$ cat src/logic/hlci_pkg.sv
// Overview of operation
// - Inputs ignored unless request line held; start low still clears the ended output without it
// - Zero program number: start is emission enable
// - Nonzero number: start rising edge launches program
// - Power from program, else analog when enabled
// - Internal control enable hands over to software
// - Alarm reset rising edge clears latched alarm
// - Guide light follows guide light input
// - Analog enable opens analog input, number zero; ANALOG_INPUT_ENABLE follows it for any number
// - Program stop input ends running program immediately
// - Seven select inputs form number, first is LSB
// - Running output high exactly while program executes
// - Ended output set at finish, cleared start low
// - Abnormal output set on fault, cleared alarm reset
// - Acknowledge output high while request is received
package hlci_pkg;

  // Positions of the hardwired inputs in the sampled vector
  localparam int IN_W        = 14;
  localparam int IN_REQUEST  = 0;
  localparam int IN_START    = 1;
  localparam int IN_INTCTL   = 2;
  localparam int IN_ALRST    = 3;
  localparam int IN_GUIDE    = 4;
  localparam int IN_ANALOG   = 5;
  localparam int IN_STOP     = 6;
  localparam int IN_PROG_LSB = 7;
  localparam int PROG_W      = 7;

  // Register byte offsets
  localparam logic [7:0] OFF_CTRL     = 8'h00;
  localparam logic [7:0] OFF_STATUS   = 8'h04;
  localparam logic [7:0] OFF_IRQ_STAT = 8'h08;
  localparam logic [7:0] OFF_IRQ_MASK = 8'h0C;

  // Field positions
  localparam int CTRL_PORT_EN  = 0;
  localparam int STAT_RUN      = 16;
  localparam int STAT_ENDED    = 17;
  localparam int STAT_ABNORMAL = 18;
  localparam int STAT_ALARM    = 19;
  localparam int EV_LAUNCH     = 0;
  localparam int EV_ENDED      = 1;
  localparam int EV_ABNORMAL   = 2;
  localparam int EV_ALRST      = 3;
  localparam int EV_W          = 4;

  // Reset values
  localparam logic [31:0] CTRL_RST     = 32'h0000_0001;
  localparam logic [EV_W-1:0] MASK_RST = 4'h0;

  // Bus answers
  localparam logic [1:0] RESP_OKAY   = 2'h0;
  localparam logic [1:0] RESP_SLVERR = 2'h2;

  // Program sequencer states
  typedef enum logic [0:0] {
    HLCI_IDLE = 1'b0,
    HLCI_RUN  = 1'b1
  } hlci_state_e;

endpackage : hlci_pkg

$ cat src/logic/hlci_top.sv
// Local design decisions: the AXI4-Lite slave port and the register addresses.
`timescale 1ns/10ps
module hlci_top
#(
  parameter int ADDR_W = 8                        // Register address width
)
(
  input  wire logic              CLK_SYS,
  input  wire logic              RST_B,
  // Hardwired control connector inputs
  input  wire logic              REQUEST_LINE,
  input  wire logic              START_LINE,
  input  wire logic              INTERNAL_CONTROL_ENABLE,
  input  wire logic              ALARM_RESET_INPUT,
  input  wire logic              GUIDE_LIGHT_INPUT,
  input  wire logic              ANALOG_ENABLE,
  input  wire logic              PROGRAM_STOP_INPUT,
  input  wire logic [6:0]        PROGRAM_SELECT_INPUTS,
  // Program engine and alarm source on the same clock
  input  wire logic              PROG_DONE_IN,
  input  wire logic              PROG_FAULT_IN,
  input  wire logic              ALARM_EVENT_IN,
  // Hardwired status outputs
  output logic                   REQUEST_ACKNOWLEDGE_OUTPUT,
  output logic                   PROGRAM_RUNNING_OUTPUT,
  output logic                   PROGRAM_ENDED_OUTPUT,
  output logic                   ABNORMAL_TERMINATION_OUTPUT,
  // Internal controls
  output logic                   EMISSION_ENABLE,
  output logic                   PROGRAM_LAUNCH,
  output logic                   PROGRAM_ABORT,
  output logic [6:0]             PROGRAM_NUMBER,
  output logic                   POWER_FROM_PROGRAM,
  output logic                   POWER_FROM_ANALOG,
  output logic                   ANALOG_INPUT_ENABLE,
  output logic                   SOFTWARE_CONTROL,
  output logic                   GUIDE_LIGHT_ON,
  output logic                   ALARM_LATCHED,
  output logic                   IRQ,
  // AXI4-Lite slave
  input  wire logic [ADDR_W-1:0] S_AXI_AWADDR,
  input  wire logic              S_AXI_AWVALID,
  output logic                   S_AXI_AWREADY,
  input  wire logic [31:0]       S_AXI_WDATA,
  input  wire logic [3:0]        S_AXI_WSTRB,
  input  wire logic              S_AXI_WVALID,
  output logic                   S_AXI_WREADY,
  output logic [1:0]             S_AXI_BRESP,
  output logic                   S_AXI_BVALID,
  input  wire logic              S_AXI_BREADY,
  input  wire logic [ADDR_W-1:0] S_AXI_ARADDR,
  input  wire logic              S_AXI_ARVALID,
  output logic                   S_AXI_ARREADY,
  output logic [31:0]            S_AXI_RDATA,
  output logic [1:0]             S_AXI_RRESP,
  output logic                   S_AXI_RVALID,
  input  wire logic              S_AXI_RREADY
);

  // Register select: 0 ctrl, 1 status, 2 irq status, 3 irq mask, 4 unmapped
  function automatic logic [2:0] reg_sel(input logic [ADDR_W-1:0] addr);
    logic [7:0] a;
    a = 8'(addr);
    case (a)
      hlci_pkg::OFF_CTRL:     reg_sel = 3'h0;
      hlci_pkg::OFF_STATUS:   reg_sel = 3'h1;
      hlci_pkg::OFF_IRQ_STAT: reg_sel = 3'h2;
      hlci_pkg::OFF_IRQ_MASK: reg_sel = 3'h3;
      default:                reg_sel = 3'h4;
    endcase
  endfunction : reg_sel

  // Byte-lane merge of a write into an old value
  function automatic logic [31:0] merge(input logic [31:0] old, input logic [31:0] wd,
                                        input logic [3:0] strb);
    merge = old;
    for (int b = 0; b < 4; b++)
    begin
      if (strb[b])
      begin
        merge[b*8 +: 8] = wd[b*8 +: 8];
      end
    end
  endfunction : merge

  localparam int N = hlci_pkg::IN_W;

  logic [N-1:0] raw;                               // Pin vector
  logic [N-1:0] s1_q;                              // First synchroniser stage
  logic [N-1:0] s2_q;                              // Second stage
  logic [N-1:0] s3_q;                              // Third stage
  logic [N-1:0] filt_q;                            // Debounced level
  logic [N-1:0] prev_q;                            // Debounced level, one cycle late
  logic [N-1:0] rise;                              // Debounced rising edges
  logic [N-1:0] fall;                              // Debounced falling edges

  assign raw = {PROGRAM_SELECT_INPUTS, PROGRAM_STOP_INPUT, ANALOG_ENABLE, GUIDE_LIGHT_INPUT,
                ALARM_RESET_INPUT, INTERNAL_CONTROL_ENABLE, START_LINE, REQUEST_LINE};

  // Three-stage synchroniser for all pins
  always_ff @(posedge CLK_SYS)
  begin
    if (!RST_B)
    begin
      s1_q <= '0;
      s2_q <= '0;
      s3_q <= '0;
    end
    else
    begin
      s1_q <= raw;
      s2_q <= s1_q;
      s3_q <= s2_q;
    end
  end

  // Debounce: a level counts once stages two and three agree
  genvar gi;
  generate
    for (gi = 0; gi < N; gi++)
    begin : g_deb
      always_ff @(posedge CLK_SYS)
      begin
        if (!RST_B)
        begin
          filt_q[gi] <= 1'b0;
          prev_q[gi] <= 1'b0;
        end
        else
        begin
          if (s2_q[gi] == s3_q[gi])
          begin
            filt_q[gi] <= s3_q[gi];
          end
          prev_q[gi] <= filt_q[gi];
        end
      end
    end
  endgenerate

  // One edge event per debounced transition
  assign rise = filt_q & ~prev_q;
  assign fall = ~filt_q & prev_q;

  logic [31:0]                 ctrl_q;             // Control register
  logic [hlci_pkg::EV_W-1:0]   irq_stat_q;         // Sticky event bits
  logic [hlci_pkg::EV_W-1:0]   irq_mask_q;         // Event mask
  logic                        gate;               // Port enabled and request held
  logic [6:0]                  prog;               // Selected program number
  logic                        prog_zero;          // Program number is zero
  logic                        start_lvl;          // Gated start level
  hlci_pkg::hlci_state_e       state_q;            // Sequencer state
  logic                        launch;             // Program launch this cycle
  logic                        ev_fault;           // Abnormal end this cycle
  logic                        ev_stop;            // Normal end this cycle
  logic                        ended_q;            // Program ended flag
  logic                        abn_q;              // Abnormal end flag
  logic                        alarm_q;            // Latched alarm
  logic                        alrst_rise;         // Gated alarm reset edge

  // Inputs only count while the port is enabled and request is held, except start low clearing ended_q
  assign gate       = ctrl_q[hlci_pkg::CTRL_PORT_EN] & filt_q[hlci_pkg::IN_REQUEST];
  assign prog       = filt_q[hlci_pkg::IN_PROG_LSB +: hlci_pkg::PROG_W];
  assign prog_zero  = (prog == 7'h00);
  assign start_lvl  = gate & filt_q[hlci_pkg::IN_START];
  assign alrst_rise = gate & rise[hlci_pkg::IN_ALRST];
  assign launch     = (state_q == hlci_pkg::HLCI_IDLE) & gate & rise[hlci_pkg::IN_START]
                      & ~prog_zero;
  // Fault, or start dropped mid-program, ends abnormally
  assign ev_fault   = (state_q == hlci_pkg::HLCI_RUN)
                      & (PROG_FAULT_IN | (gate & fall[hlci_pkg::IN_START]));
  // Stop input, done, or lost request ends the program
  assign ev_stop    = (state_q == hlci_pkg::HLCI_RUN) & ~ev_fault
                      & (PROG_DONE_IN | ~gate | filt_q[hlci_pkg::IN_STOP]);

  // Program sequencer
  always_ff @(posedge CLK_SYS)
  begin
    if (!RST_B)
    begin
      state_q <= hlci_pkg::HLCI_IDLE;
    end
    else
    begin
      case (state_q)
        hlci_pkg::HLCI_IDLE:
        begin
          if (launch)
          begin
            state_q <= hlci_pkg::HLCI_RUN;
          end
        end
        hlci_pkg::HLCI_RUN:
        begin
          if (ev_fault | ev_stop)
          begin
            state_q <= hlci_pkg::HLCI_IDLE;
          end
        end
        default:
        begin
          state_q <= hlci_pkg::HLCI_IDLE;
        end
      endcase
    end
  end

  // Ended and abnormal flags; a set wins over a clear
  always_ff @(posedge CLK_SYS)
  begin
    if (!RST_B)
    begin
      ended_q <= 1'b0;
      abn_q   <= 1'b0;
    end
    else
    begin
      ended_q <= ev_stop | (ended_q & filt_q[hlci_pkg::IN_START]);
      abn_q   <= ev_fault | (abn_q & ~(gate & filt_q[hlci_pkg::IN_ALRST]));
    end
  end

  // Latched alarm, cleared on a gated alarm reset edge
  always_ff @(posedge CLK_SYS)
  begin
    if (!RST_B)
    begin
      alarm_q <= 1'b0;
    end
    else
    begin
      alarm_q <= ALARM_EVENT_IN | (alarm_q & ~alrst_rise);
    end
  end

  // Registered control and status outputs
  always_ff @(posedge CLK_SYS)
  begin
    if (!RST_B)
    begin
      REQUEST_ACKNOWLEDGE_OUTPUT  <= 1'b0;
      EMISSION_ENABLE             <= 1'b0;
      PROGRAM_LAUNCH              <= 1'b0;
      PROGRAM_ABORT               <= 1'b0;
      PROGRAM_NUMBER              <= 7'h00;
      POWER_FROM_PROGRAM          <= 1'b0;
      POWER_FROM_ANALOG           <= 1'b0;
      ANALOG_INPUT_ENABLE         <= 1'b0;
      SOFTWARE_CONTROL            <= 1'b0;
      GUIDE_LIGHT_ON              <= 1'b0;
    end
    else
    begin
      REQUEST_ACKNOWLEDGE_OUTPUT  <= gate;
      EMISSION_ENABLE             <= start_lvl & prog_zero;
      PROGRAM_LAUNCH              <= launch;
      PROGRAM_ABORT               <= ev_fault | (ev_stop & ~PROG_DONE_IN);
      PROGRAM_NUMBER              <= gate ? prog : 7'h00;
      POWER_FROM_PROGRAM          <= gate & ~prog_zero;
      POWER_FROM_ANALOG           <= gate & prog_zero & filt_q[hlci_pkg::IN_ANALOG];
      ANALOG_INPUT_ENABLE         <= gate & filt_q[hlci_pkg::IN_ANALOG];
      SOFTWARE_CONTROL            <= gate & filt_q[hlci_pkg::IN_INTCTL];
      GUIDE_LIGHT_ON              <= gate & filt_q[hlci_pkg::IN_GUIDE];
    end
  end

  // Flags driven straight from their flip-flops
  assign PROGRAM_RUNNING_OUTPUT      = (state_q == hlci_pkg::HLCI_RUN);
  assign PROGRAM_ENDED_OUTPUT        = ended_q;
  assign ABNORMAL_TERMINATION_OUTPUT = abn_q;
  assign ALARM_LATCHED               = alarm_q;

  logic                  aw_got_q;                 // Write address held
  logic                  w_got_q;                  // Write data held
  logic [ADDR_W-1:0]     awaddr_q;                 // Captured write address
  logic [31:0]           wdata_q;                  // Captured write data
  logic [3:0]            wstrb_q;                  // Captured strobes
  logic                  wr_fire;                  // Perform the write
  logic [2:0]            wsel;                     // Write register select
  logic [hlci_pkg::EV_W-1:0] events;               // Event pulses
  logic [hlci_pkg::EV_W-1:0] w1c;                  // Bits cleared by software
  logic [31:0]           status;                   // Live status word
  logic [31:0]           mask_new;                 // Mask word after a write merge

  assign wr_fire = aw_got_q & w_got_q & ~S_AXI_BVALID;
  assign wsel    = reg_sel(awaddr_q);
  assign events  = {alrst_rise, ev_fault, ev_stop, launch};
  assign w1c     = (wr_fire && wsel == 3'h2) ? (wdata_q[hlci_pkg::EV_W-1:0] & {4{wstrb_q[0]}})
                                              : 4'h0;
  assign status  = {12'h000, alarm_q, abn_q, ended_q, PROGRAM_RUNNING_OUTPUT, 2'h0, filt_q};
  // Merge kept as a word so that only the implemented mask bits are taken
  assign mask_new = merge({28'h0, irq_mask_q}, wdata_q, wstrb_q);

  // Write channel: address and data taken in either order
  always_ff @(posedge CLK_SYS)
  begin
    if (!RST_B)
    begin
      aw_got_q      <= 1'b0;
      w_got_q       <= 1'b0;
      awaddr_q      <= '0;
      wdata_q       <= 32'h0000_0000;
      wstrb_q       <= 4'h0;
      S_AXI_AWREADY <= 1'b1;
      S_AXI_WREADY  <= 1'b1;
      S_AXI_BVALID  <= 1'b0;
      S_AXI_BRESP   <= hlci_pkg::RESP_OKAY;
    end
    else
    begin
      if (S_AXI_AWVALID && S_AXI_AWREADY)
      begin
        aw_got_q      <= 1'b1;
        awaddr_q      <= S_AXI_AWADDR;
        S_AXI_AWREADY <= 1'b0;
      end
      if (S_AXI_WVALID && S_AXI_WREADY)
      begin
        w_got_q      <= 1'b1;
        wdata_q      <= S_AXI_WDATA;
        wstrb_q      <= S_AXI_WSTRB;
        S_AXI_WREADY <= 1'b0;
      end
      if (wr_fire)
      begin
        aw_got_q     <= 1'b0;
        w_got_q      <= 1'b0;
        S_AXI_BVALID <= 1'b1;
        S_AXI_BRESP  <= (wsel == 3'h4) ? hlci_pkg::RESP_SLVERR : hlci_pkg::RESP_OKAY;
      end
      else if (S_AXI_BVALID && S_AXI_BREADY)
      begin
        S_AXI_BVALID  <= 1'b0;
        S_AXI_AWREADY <= 1'b1;
        S_AXI_WREADY  <= 1'b1;
      end
    end
  end

  // Control and mask registers
  always_ff @(posedge CLK_SYS)
  begin
    if (!RST_B)
    begin
      ctrl_q     <= hlci_pkg::CTRL_RST;
      irq_mask_q <= hlci_pkg::MASK_RST;
    end
    else if (wr_fire && wsel == 3'h0)
    begin
      ctrl_q <= merge(ctrl_q, wdata_q, wstrb_q) & 32'h0000_0001;
    end
    else if (wr_fire && wsel == 3'h3)
    begin
      irq_mask_q <= mask_new[hlci_pkg::EV_W-1:0];
    end
  end

  // Sticky events, write one to clear, set wins; level interrupt
  always_ff @(posedge CLK_SYS)
  begin
    if (!RST_B)
    begin
      irq_stat_q <= '0;
      IRQ        <= 1'b0;
    end
    else
    begin
      irq_stat_q <= events | (irq_stat_q & ~w1c);
      IRQ        <= |(irq_stat_q & irq_mask_q);
    end
  end

  // Read channel, one cycle to answer
  always_ff @(posedge CLK_SYS)
  begin
    if (!RST_B)
    begin
      S_AXI_ARREADY <= 1'b1;
      S_AXI_RVALID  <= 1'b0;
      S_AXI_RDATA   <= 32'h0000_0000;
      S_AXI_RRESP   <= hlci_pkg::RESP_OKAY;
    end
    else if (S_AXI_ARVALID && S_AXI_ARREADY)
    begin
      S_AXI_ARREADY <= 1'b0;
      S_AXI_RVALID  <= 1'b1;
      S_AXI_RRESP   <= hlci_pkg::RESP_OKAY;
      case (reg_sel(S_AXI_ARADDR))
        3'h0:    S_AXI_RDATA <= ctrl_q;
        3'h1:    S_AXI_RDATA <= status;
        3'h2:    S_AXI_RDATA <= {28'h0, irq_stat_q};
        3'h3:    S_AXI_RDATA <= {28'h0, irq_mask_q};
        default:
        begin
          S_AXI_RDATA <= 32'h0000_0000;
          S_AXI_RRESP <= hlci_pkg::RESP_SLVERR;
        end
      endcase
    end
    else if (S_AXI_RVALID && S_AXI_RREADY)
    begin
      S_AXI_RVALID  <= 1'b0;
      S_AXI_ARREADY <= 1'b1;
    end
  end
endmodule : hlci_top

$ cat config.mk
export PLATFORM = sky130hd
export DESIGN_NAME = hlci_top
export DESIGN_NICKNAME = d
export VERILOG_FILES = /design/src/logic/hlci_pkg.sv /design/src/logic/hlci_top.sv
export SDC_FILE = /design/constraint.sdc
export NUM_CORES = 1
export LEC_CHECK = 0
export BUFFER_PORTS_ARGS = -buffer_cell sky130_fd_sc_hd__buf_4
export CAP_MARGIN = 20
export CORE_ASPECT_RATIO = 1.4
export CORE_MARGIN = 2
export CORE_UTILIZATION = 40
export DETAILED_ROUTE_END_ITERATION = 7
export SLEW_MARGIN = 20
export SYNTH_ARGS = -nofsm -noshare
export SYNTH_HDL_FRONTEND = slang
export SYNTH_SLANG_ARGS = --single-unit
export TNS_END_PERCENT = 100
$ cat constraint.sdc
create_clock -name CLK_SYS -period 2.3 [get_ports CLK_SYS]
set_input_delay 0 -clock CLK_SYS [delete_from_list [all_inputs] [get_ports CLK_SYS]]
set_output_delay 0 -clock CLK_SYS [all_outputs]
set_load 0.02 [all_outputs]
==> results of run 1 <==
cells by family after synthesis:
kind of cell / share of synthesized area, %
AO/OA/AOI/OAI: 10.6
other: 0.0848
flip-flops: 58.0
AND/OR/NAND/NOR: 23.8
multiplexers: 2.41
buffers and inverters: 5.15
flip-flops by register name, summed over array words and instances (netlist names), 2 cells and up:
name / cells
s2_q: 14
awaddr_q: 8
PROGRAM_NUMBER: 7
wdata_q: 4
S_AXI_RDATA: 18
s1_q: 14
prev_q: 2
irq_mask_q: 4
s3_q: 14
filt_q: 14
irq_stat_q: 4
tightest hold or removal path: cells and delay by family:
kind / cells / cell delay [ps]
buf+inv: 2 / 150
compound gates: 1 / 120
mux: 1 / 170
power groups by stage:
| stage | Sequential (mW) | Combinational [mW] | Clock [mW] |
|---|---|---|---|
| floorplan | 2.36 | 0.169 | 0 |
| global placement | 2.36 | 0.258 | 0 |
| detailed placement | 2.36 | 0.262 | 0 |
| CTS | 2.32 | 0.323 | 2.98 |
| global route | 2.32 | 0.355 | 3.10 |
| finish | 2.32 | 0.325 | 2.93 |
per-stage QoR:
stage	utilization, %	setup slack [ps]	power, mW
after floorplan	-	772	2.53
after global placement	47.8	539	2.62
after detailed placement	47.8	441	2.62
after CTS	58.2	301	5.62
after global routing	58.2	184	5.77
final	58.2	312	5.57
cells in the final DEF, fill, tap and decap left out, drive strengths merged, types with 3 or more instances in the layout:
master,synthesis,routed
conb,1,16
a21oi,50,50
buf,19,96
o211ai,4,4
inv,5,5
or4,3,3
nand3b,5,5
nor2,8,8
nand4,15,15
a22oi,5,5
nor4,5,5
and2,56,56
nand2,63,63
mux2i,5,5
o21ai,22,22
clkbuf,19,22
dlygate4sd3,0,46
clkinv,1,4
nand3,20,20
dfxtp,128,128
mux2,3,3
bufinv,0,5
final timing paths:
path	from	to	slack, ps	depth (start not counted)
setup reg to reg	ctrl_q[0]	PROGRAM_ABORT	310	4
hold reg to reg	s1_q[2]	s2_q[2]	430	1
hold / removal	S_AXI_ARADDR[3]	S_AXI_RDATA[0]	70	4
setup / recovery	ctrl_q[0]	PROGRAM_ABORT	310	4
per-layer routing:
metal,routed length [um],global-route usage [%],vias to the layer above
li1,-,-,1821
met1,4130,19.4,1637
met2,5060,30.0,88
met3,392,4.22,22
met4,274,9.60,0
met5,0,0,-
what timing repair did:
item	4_1_cts	5_1_grt
hold buffers	46	0
endpoints found under the hold margin	44	0
buffers inserted	0	0
layout make-up:
| cell class | instances | area [um^2] |
|---|---|---|
| Clock buffer | 22 | 484 |
| Clock inverter | 10 | 180 |
| Fill cell | 966 | 4520 |
| Inverter | 6 | 22.5 |
| Multi-Input combinational cell | 302 | 1690 |
| Sequential cell | 128 | 2560 |
| Tap cell | 141 | 176 |
| Timing Repair Buffer | 142 | 1180 |
==> reports/qor.yml, run 1 <==
worst_setup_path:
  crit_type: "register to register"
  cp_slowest_cell: "or4_1"
  critPathTopFamily: "simple AND/OR/NAND/NOR gates"
  crit_path_max_fanout: 8
  cp.required_ps: 2650
  arrival_ps: 2340
  crit_chain: "and4b_1 > or4_1 > o21ai_0 > dlygate4sd3_1"
  end_kind: "register"
  start_kind: "register"
  cpPeakStageDelay_ps: 560
  crit_buf_inv: 1
drt:
  firstDrtPassIters: 4
  drc: 0
  vias: 3568
  via_per_inst: 4.75
  routed_wl_mm: 9.86
  drtAntennaViolNets: 0
  dr.first_iter.drc_count: 149
  wl_per_cell_um: 13.1
synth:
  ys.flop_type: "dfxtp_1"
  async_flop_share_pct: 0
  synth_area_per_cell_um2: 9.63
  synth.most_common_cell: "dfxtp_1"
  yosys-top-cells-count: "128 x dfxtp_1, 63 x nand2_1, 56 x and2_1, 50 x a21oi_1, 22 x o21ai_0"
  ys_types: 44
  yosys_warnings: 0
  synth_top_area_share_pct: 58.0
  ys_ff_latch: 128
  synthCells: 459
  seq_area_frac_synth_pct: 58.0
  synth_top_cell_by_area: "dfxtp_1"
  netlist_top_cells_area: "dfxtp_1 58%, and2_1 7.9%, a21oi_1 5.7%"
  synth-edff-count: 0
  syn_area_um2: 4420
sta:
  skew_ps: 4.34
  grt_setup_unrepaired: "no"
  fmaxAchievable_ghz: 0.503
  hold_viol: 0
  final.period_utilization_pct: 86.4
  tns_ps: 0
  slew_headroom_pct: 48.4
  holdWs_ps: 74.4
  setup_viol: 0
  finalMaxSlewViolations: 0
  layout_min_cycle_time_ps: 1990
  tightest_slew_ps: 766
global_routing:
  grt_pass1_wl_mm: 15.8
  grt_max_degree: 41
  antenna_found_initial: 0
  overflow: 0
  first_global_vias: 3323
  grt.total_usage_pct: 17.3
final_layout:
  drive_gt1_share_pct: 22.6
  fin_nets: 673
  area_growth_pct: 42.4
  finalNonFillerCells: 751
  design_area_um2: 6290
  antenna_cells: 0
floorplan:
  die-area_um2: 11900
  num_rows: 45
  pin_count: 138
  die_w_um: 92.9
  core_um2: 10800
  start_util_pct: 40.9
  die_h_um: 128
place:
  dpl-instance-area_um2: 5170
  post-dp-hpwl_mm: 6.42
  port_buffers: 90
  dp.cells: 673
  gp_congestion: 0.789
clocking:
  clk_latency_ps: 410
  cts_resized: 0
  htreeDepth: 4
  cts_tree: "yes"
  clock_sinks: 128
  clock_path_buffers: 2
  root_buffer: "clkbuf_16"
  path_clk_slew_ps: 50
  cts_made_buffers: 17
pwr:
  power_density_nw_per_um2: 886
  power.switching_mw: 1.10
  p_leak_nw: 2.58
  swShare_pct: 19.8
  p_int_mw: 4.47
  vdd.ir_drop.worst_mv: 0.675
  power.share.combinational_pct: 5.8
  seqPwrFrac_pct: 41.6
  power.share.clock_pct: 52.6
min_path:
  min_path_type: "primary input to register"
flow_run:
  cap_viol_max_count: 0
outcome:
  status: "finished, final reports clean"
Note: power is estimated with default switching activity, not from simulation.
==> inputs of run 2 (changes only) <==
Settings changed: GPL_TIMING_DRIVEN from default to 0.
==> reports/qor.yml, run 2 (same netlist as run 1, synthesis figures left out) <==
outcome:
  status: "finished, final reports clean"
drt:
  firstDrtPassIters: 5  # +1
  drtAntennaViolNets: 0  # unchanged
  dr.first_iter.drc_count: 131  # -12%
  wl_per_cell_um: 13.7  # +4.6%
  via_per_inst: 4.80  # +1.1%
  routed_wl_mm: 10.7  # +8.6%
  drc: 0  # unchanged
  vias: 3746  # +5.0%
worst_setup_path:
  cp_slowest_cell: "or4_1"
  timing.rr.start: "filt_q[1]"
  cpPeakStageDelay_ps: 570  # about the same
  end_kind: "register"
  crit_path_max_fanout: 6  # -2
  crit_chain: "and4b_1 > or4_1 > o21ai_0 > dlygate4sd3_1"
  cp.required_ps: 2660  # about the same
  r2r_cells: 4  # unchanged
  start_kind: "register"
  crit_type: "register to register"
  timing.rr.end: "PROGRAM_ABORT"
  r2r_slack_ps: 300  # about the same
  arrival_ps: 2360  # +20 ps
place:
  dp.cells: 704  # +4.6%
  gp_congestion: 0.778  # -1.4%
  port_buffers: 89  # -1.1%
  dpl-instance-area_um2: 5320  # +3.0%
  post-dp-hpwl_mm: 7.48  # +17%
final_layout:
  antenna_cells: 0  # unchanged
  drive_gt1_share_pct: 23.5  # +0.85 points
  finalNonFillerCells: 780  # +3.9%
  mostFrequentLayoutCells: "128 x dfxtp_1, 105 x buf_4, 63 x nand2_1, 56 x and2_1, 50 x a21oi_1"
  layout_commonest_cell: "dfxtp_1"
  fillers: 964  # -0.21%
  regMostFlops: "S_AXI_RDATA"
  design_area_um2: 6420  # +2.0%
  fin_nets: 702  # +4.3%
  largest_register_ffs: 18  # unchanged
  area_growth_pct: 45.2
global_routing:
  grt_max_degree: 17  # -59%
  grt.total_usage_pct: 18.7  # +1.4 points
  antenna_found_initial: 0  # unchanged
  grt_pass1_wl_mm: 17.0  # +7.5%
  first_global_vias: 3449  # +3.8%
  overflow: 0  # unchanged
clocking:
  clock_path_buffers: 2  # unchanged
  clk_latency_ps: 420  # about the same
  post_cts_buffers: 0  # unchanged
  cts_tree: "yes"
  htreeDepth: 4  # unchanged
  root_buffer: "clkbuf_16"
  path_clk_slew_ps: 60  # about the same
  cts_made_buffers: 17  # unchanged
  clock_sinks: 128  # unchanged
floorplan:
  die-area_um2: 11900  # unchanged
  pin_count: 138  # unchanged
  die_w_um: 92.9  # unchanged
  start_util_pct: 40.9  # unchanged
  num_rows: 45  # unchanged
  core_um2: 10800  # unchanged
  die_h_um: 128  # unchanged
min_path:
  hold_end: "S_AXI_RDATA[3]"
  whs_path_depth: 4  # unchanged
  min_path_type: "primary input to register"
  hp-start: "S_AXI_ARADDR[1]"
pwr:
  power_density_nw_per_um2: 876  # -1.1%
  power_mw: 5.62  # +0.85%
  p_leak_nw: 2.67  # +3.3%
  vdd.ir_drop.worst_mv: 0.556  # -18%
sta:
  hold_viol: 0  # unchanged
  tightest_slew_ps: 695  # -71.9 ps
  holdWs_ps: 16.5  # -57.9 ps
  tns_ps: 0  # unchanged
  skew_ps: 6.47  # +2.13 ps
  layout_min_cycle_time_ps: 2000  # +13.6 ps
  final.period_utilization_pct: 87.0  # +0.59 points
  finalMaxSlewViolations: 0  # unchanged
  slew_headroom_pct: 53.3  # +4.8 points
  setup_viol: 0  # unchanged
  grt_setup_unrepaired: "no"
  fmaxAchievable_ghz: 0.500  # -0.68%
flow_run:
  cap_viol_max_count: 0  # unchanged
run 2: cell type report:
cell class                      instances  area [um^2]  area share [%]
Buffer                                 38          205            3.20
Clock buffer                           17          425            6.63
Clock inverter                         15          233            3.62
Inverter                                6         22.5           0.351
Multi-Input combinational cell        302         1690            26.3
Sequential cell                       128         2560            39.9
Tap cell                              141          176            2.75
Timing Repair Buffer                  133         1110            17.3
run 2: report_power, final:
part	internal (mW)	switching [mW]
Combinational	0.179	0.180
Clock	1.94	1.02
Sequential	2.28	0.0321
run 2: worst max-delay path by stage:
stage / startpoint / endpoint / slack [ps] / cells past startpoint
floorplan: awaddr_q[7] / irq_mask_q[0] / 770 / 3
global placement: awaddr_q[7] / irq_stat_q[0] / 470 / 3
detailed placement: awaddr_q[7] / irq_stat_q[0] / 480 / 3
CTS: filt_q[1] / PROGRAM_ABORT / 300 / 4
global route: filt_q[1] / PROGRAM_ABORT / 150 / 4
finish: filt_q[1] / PROGRAM_ABORT / 300 / 4
run 2: per-stage QoR:
stage	worst slack, ps	utilization (%)
2_1_floorplan	772	-
3_3_place_gp	471	49.2
3_5_place_dp	481	49.2
4_1_cts	301	59.4
5_1_grt	151	59.4
6_report	299	59.4
run 2: timing repair:
action / in CTS / in global routing
hold buffers: 44 / 0
resized for setup: 0 / 0
endpoints found under the hold margin: 49 / 0
run 2: routing by layer:
metal	vias to the layer above	part of all wire, %	global-route usage (%)
li1	1886	-	-
met1	1722	41	21.4
met2	115	52	32.8
met3	23	4.9	3.81
met4	0	2.4	9.95
met5	-	0	0
run 2: worst max-delay path: cells and delay by family, from the launching register on:
family / cells / cell delay (ps)
flip-flops: 1 / 410
AND/OR/NAND/NOR: 2 / 810
buffers and inverters: 1 / 550
AO/OA/AOI/OAI: 1 / 170
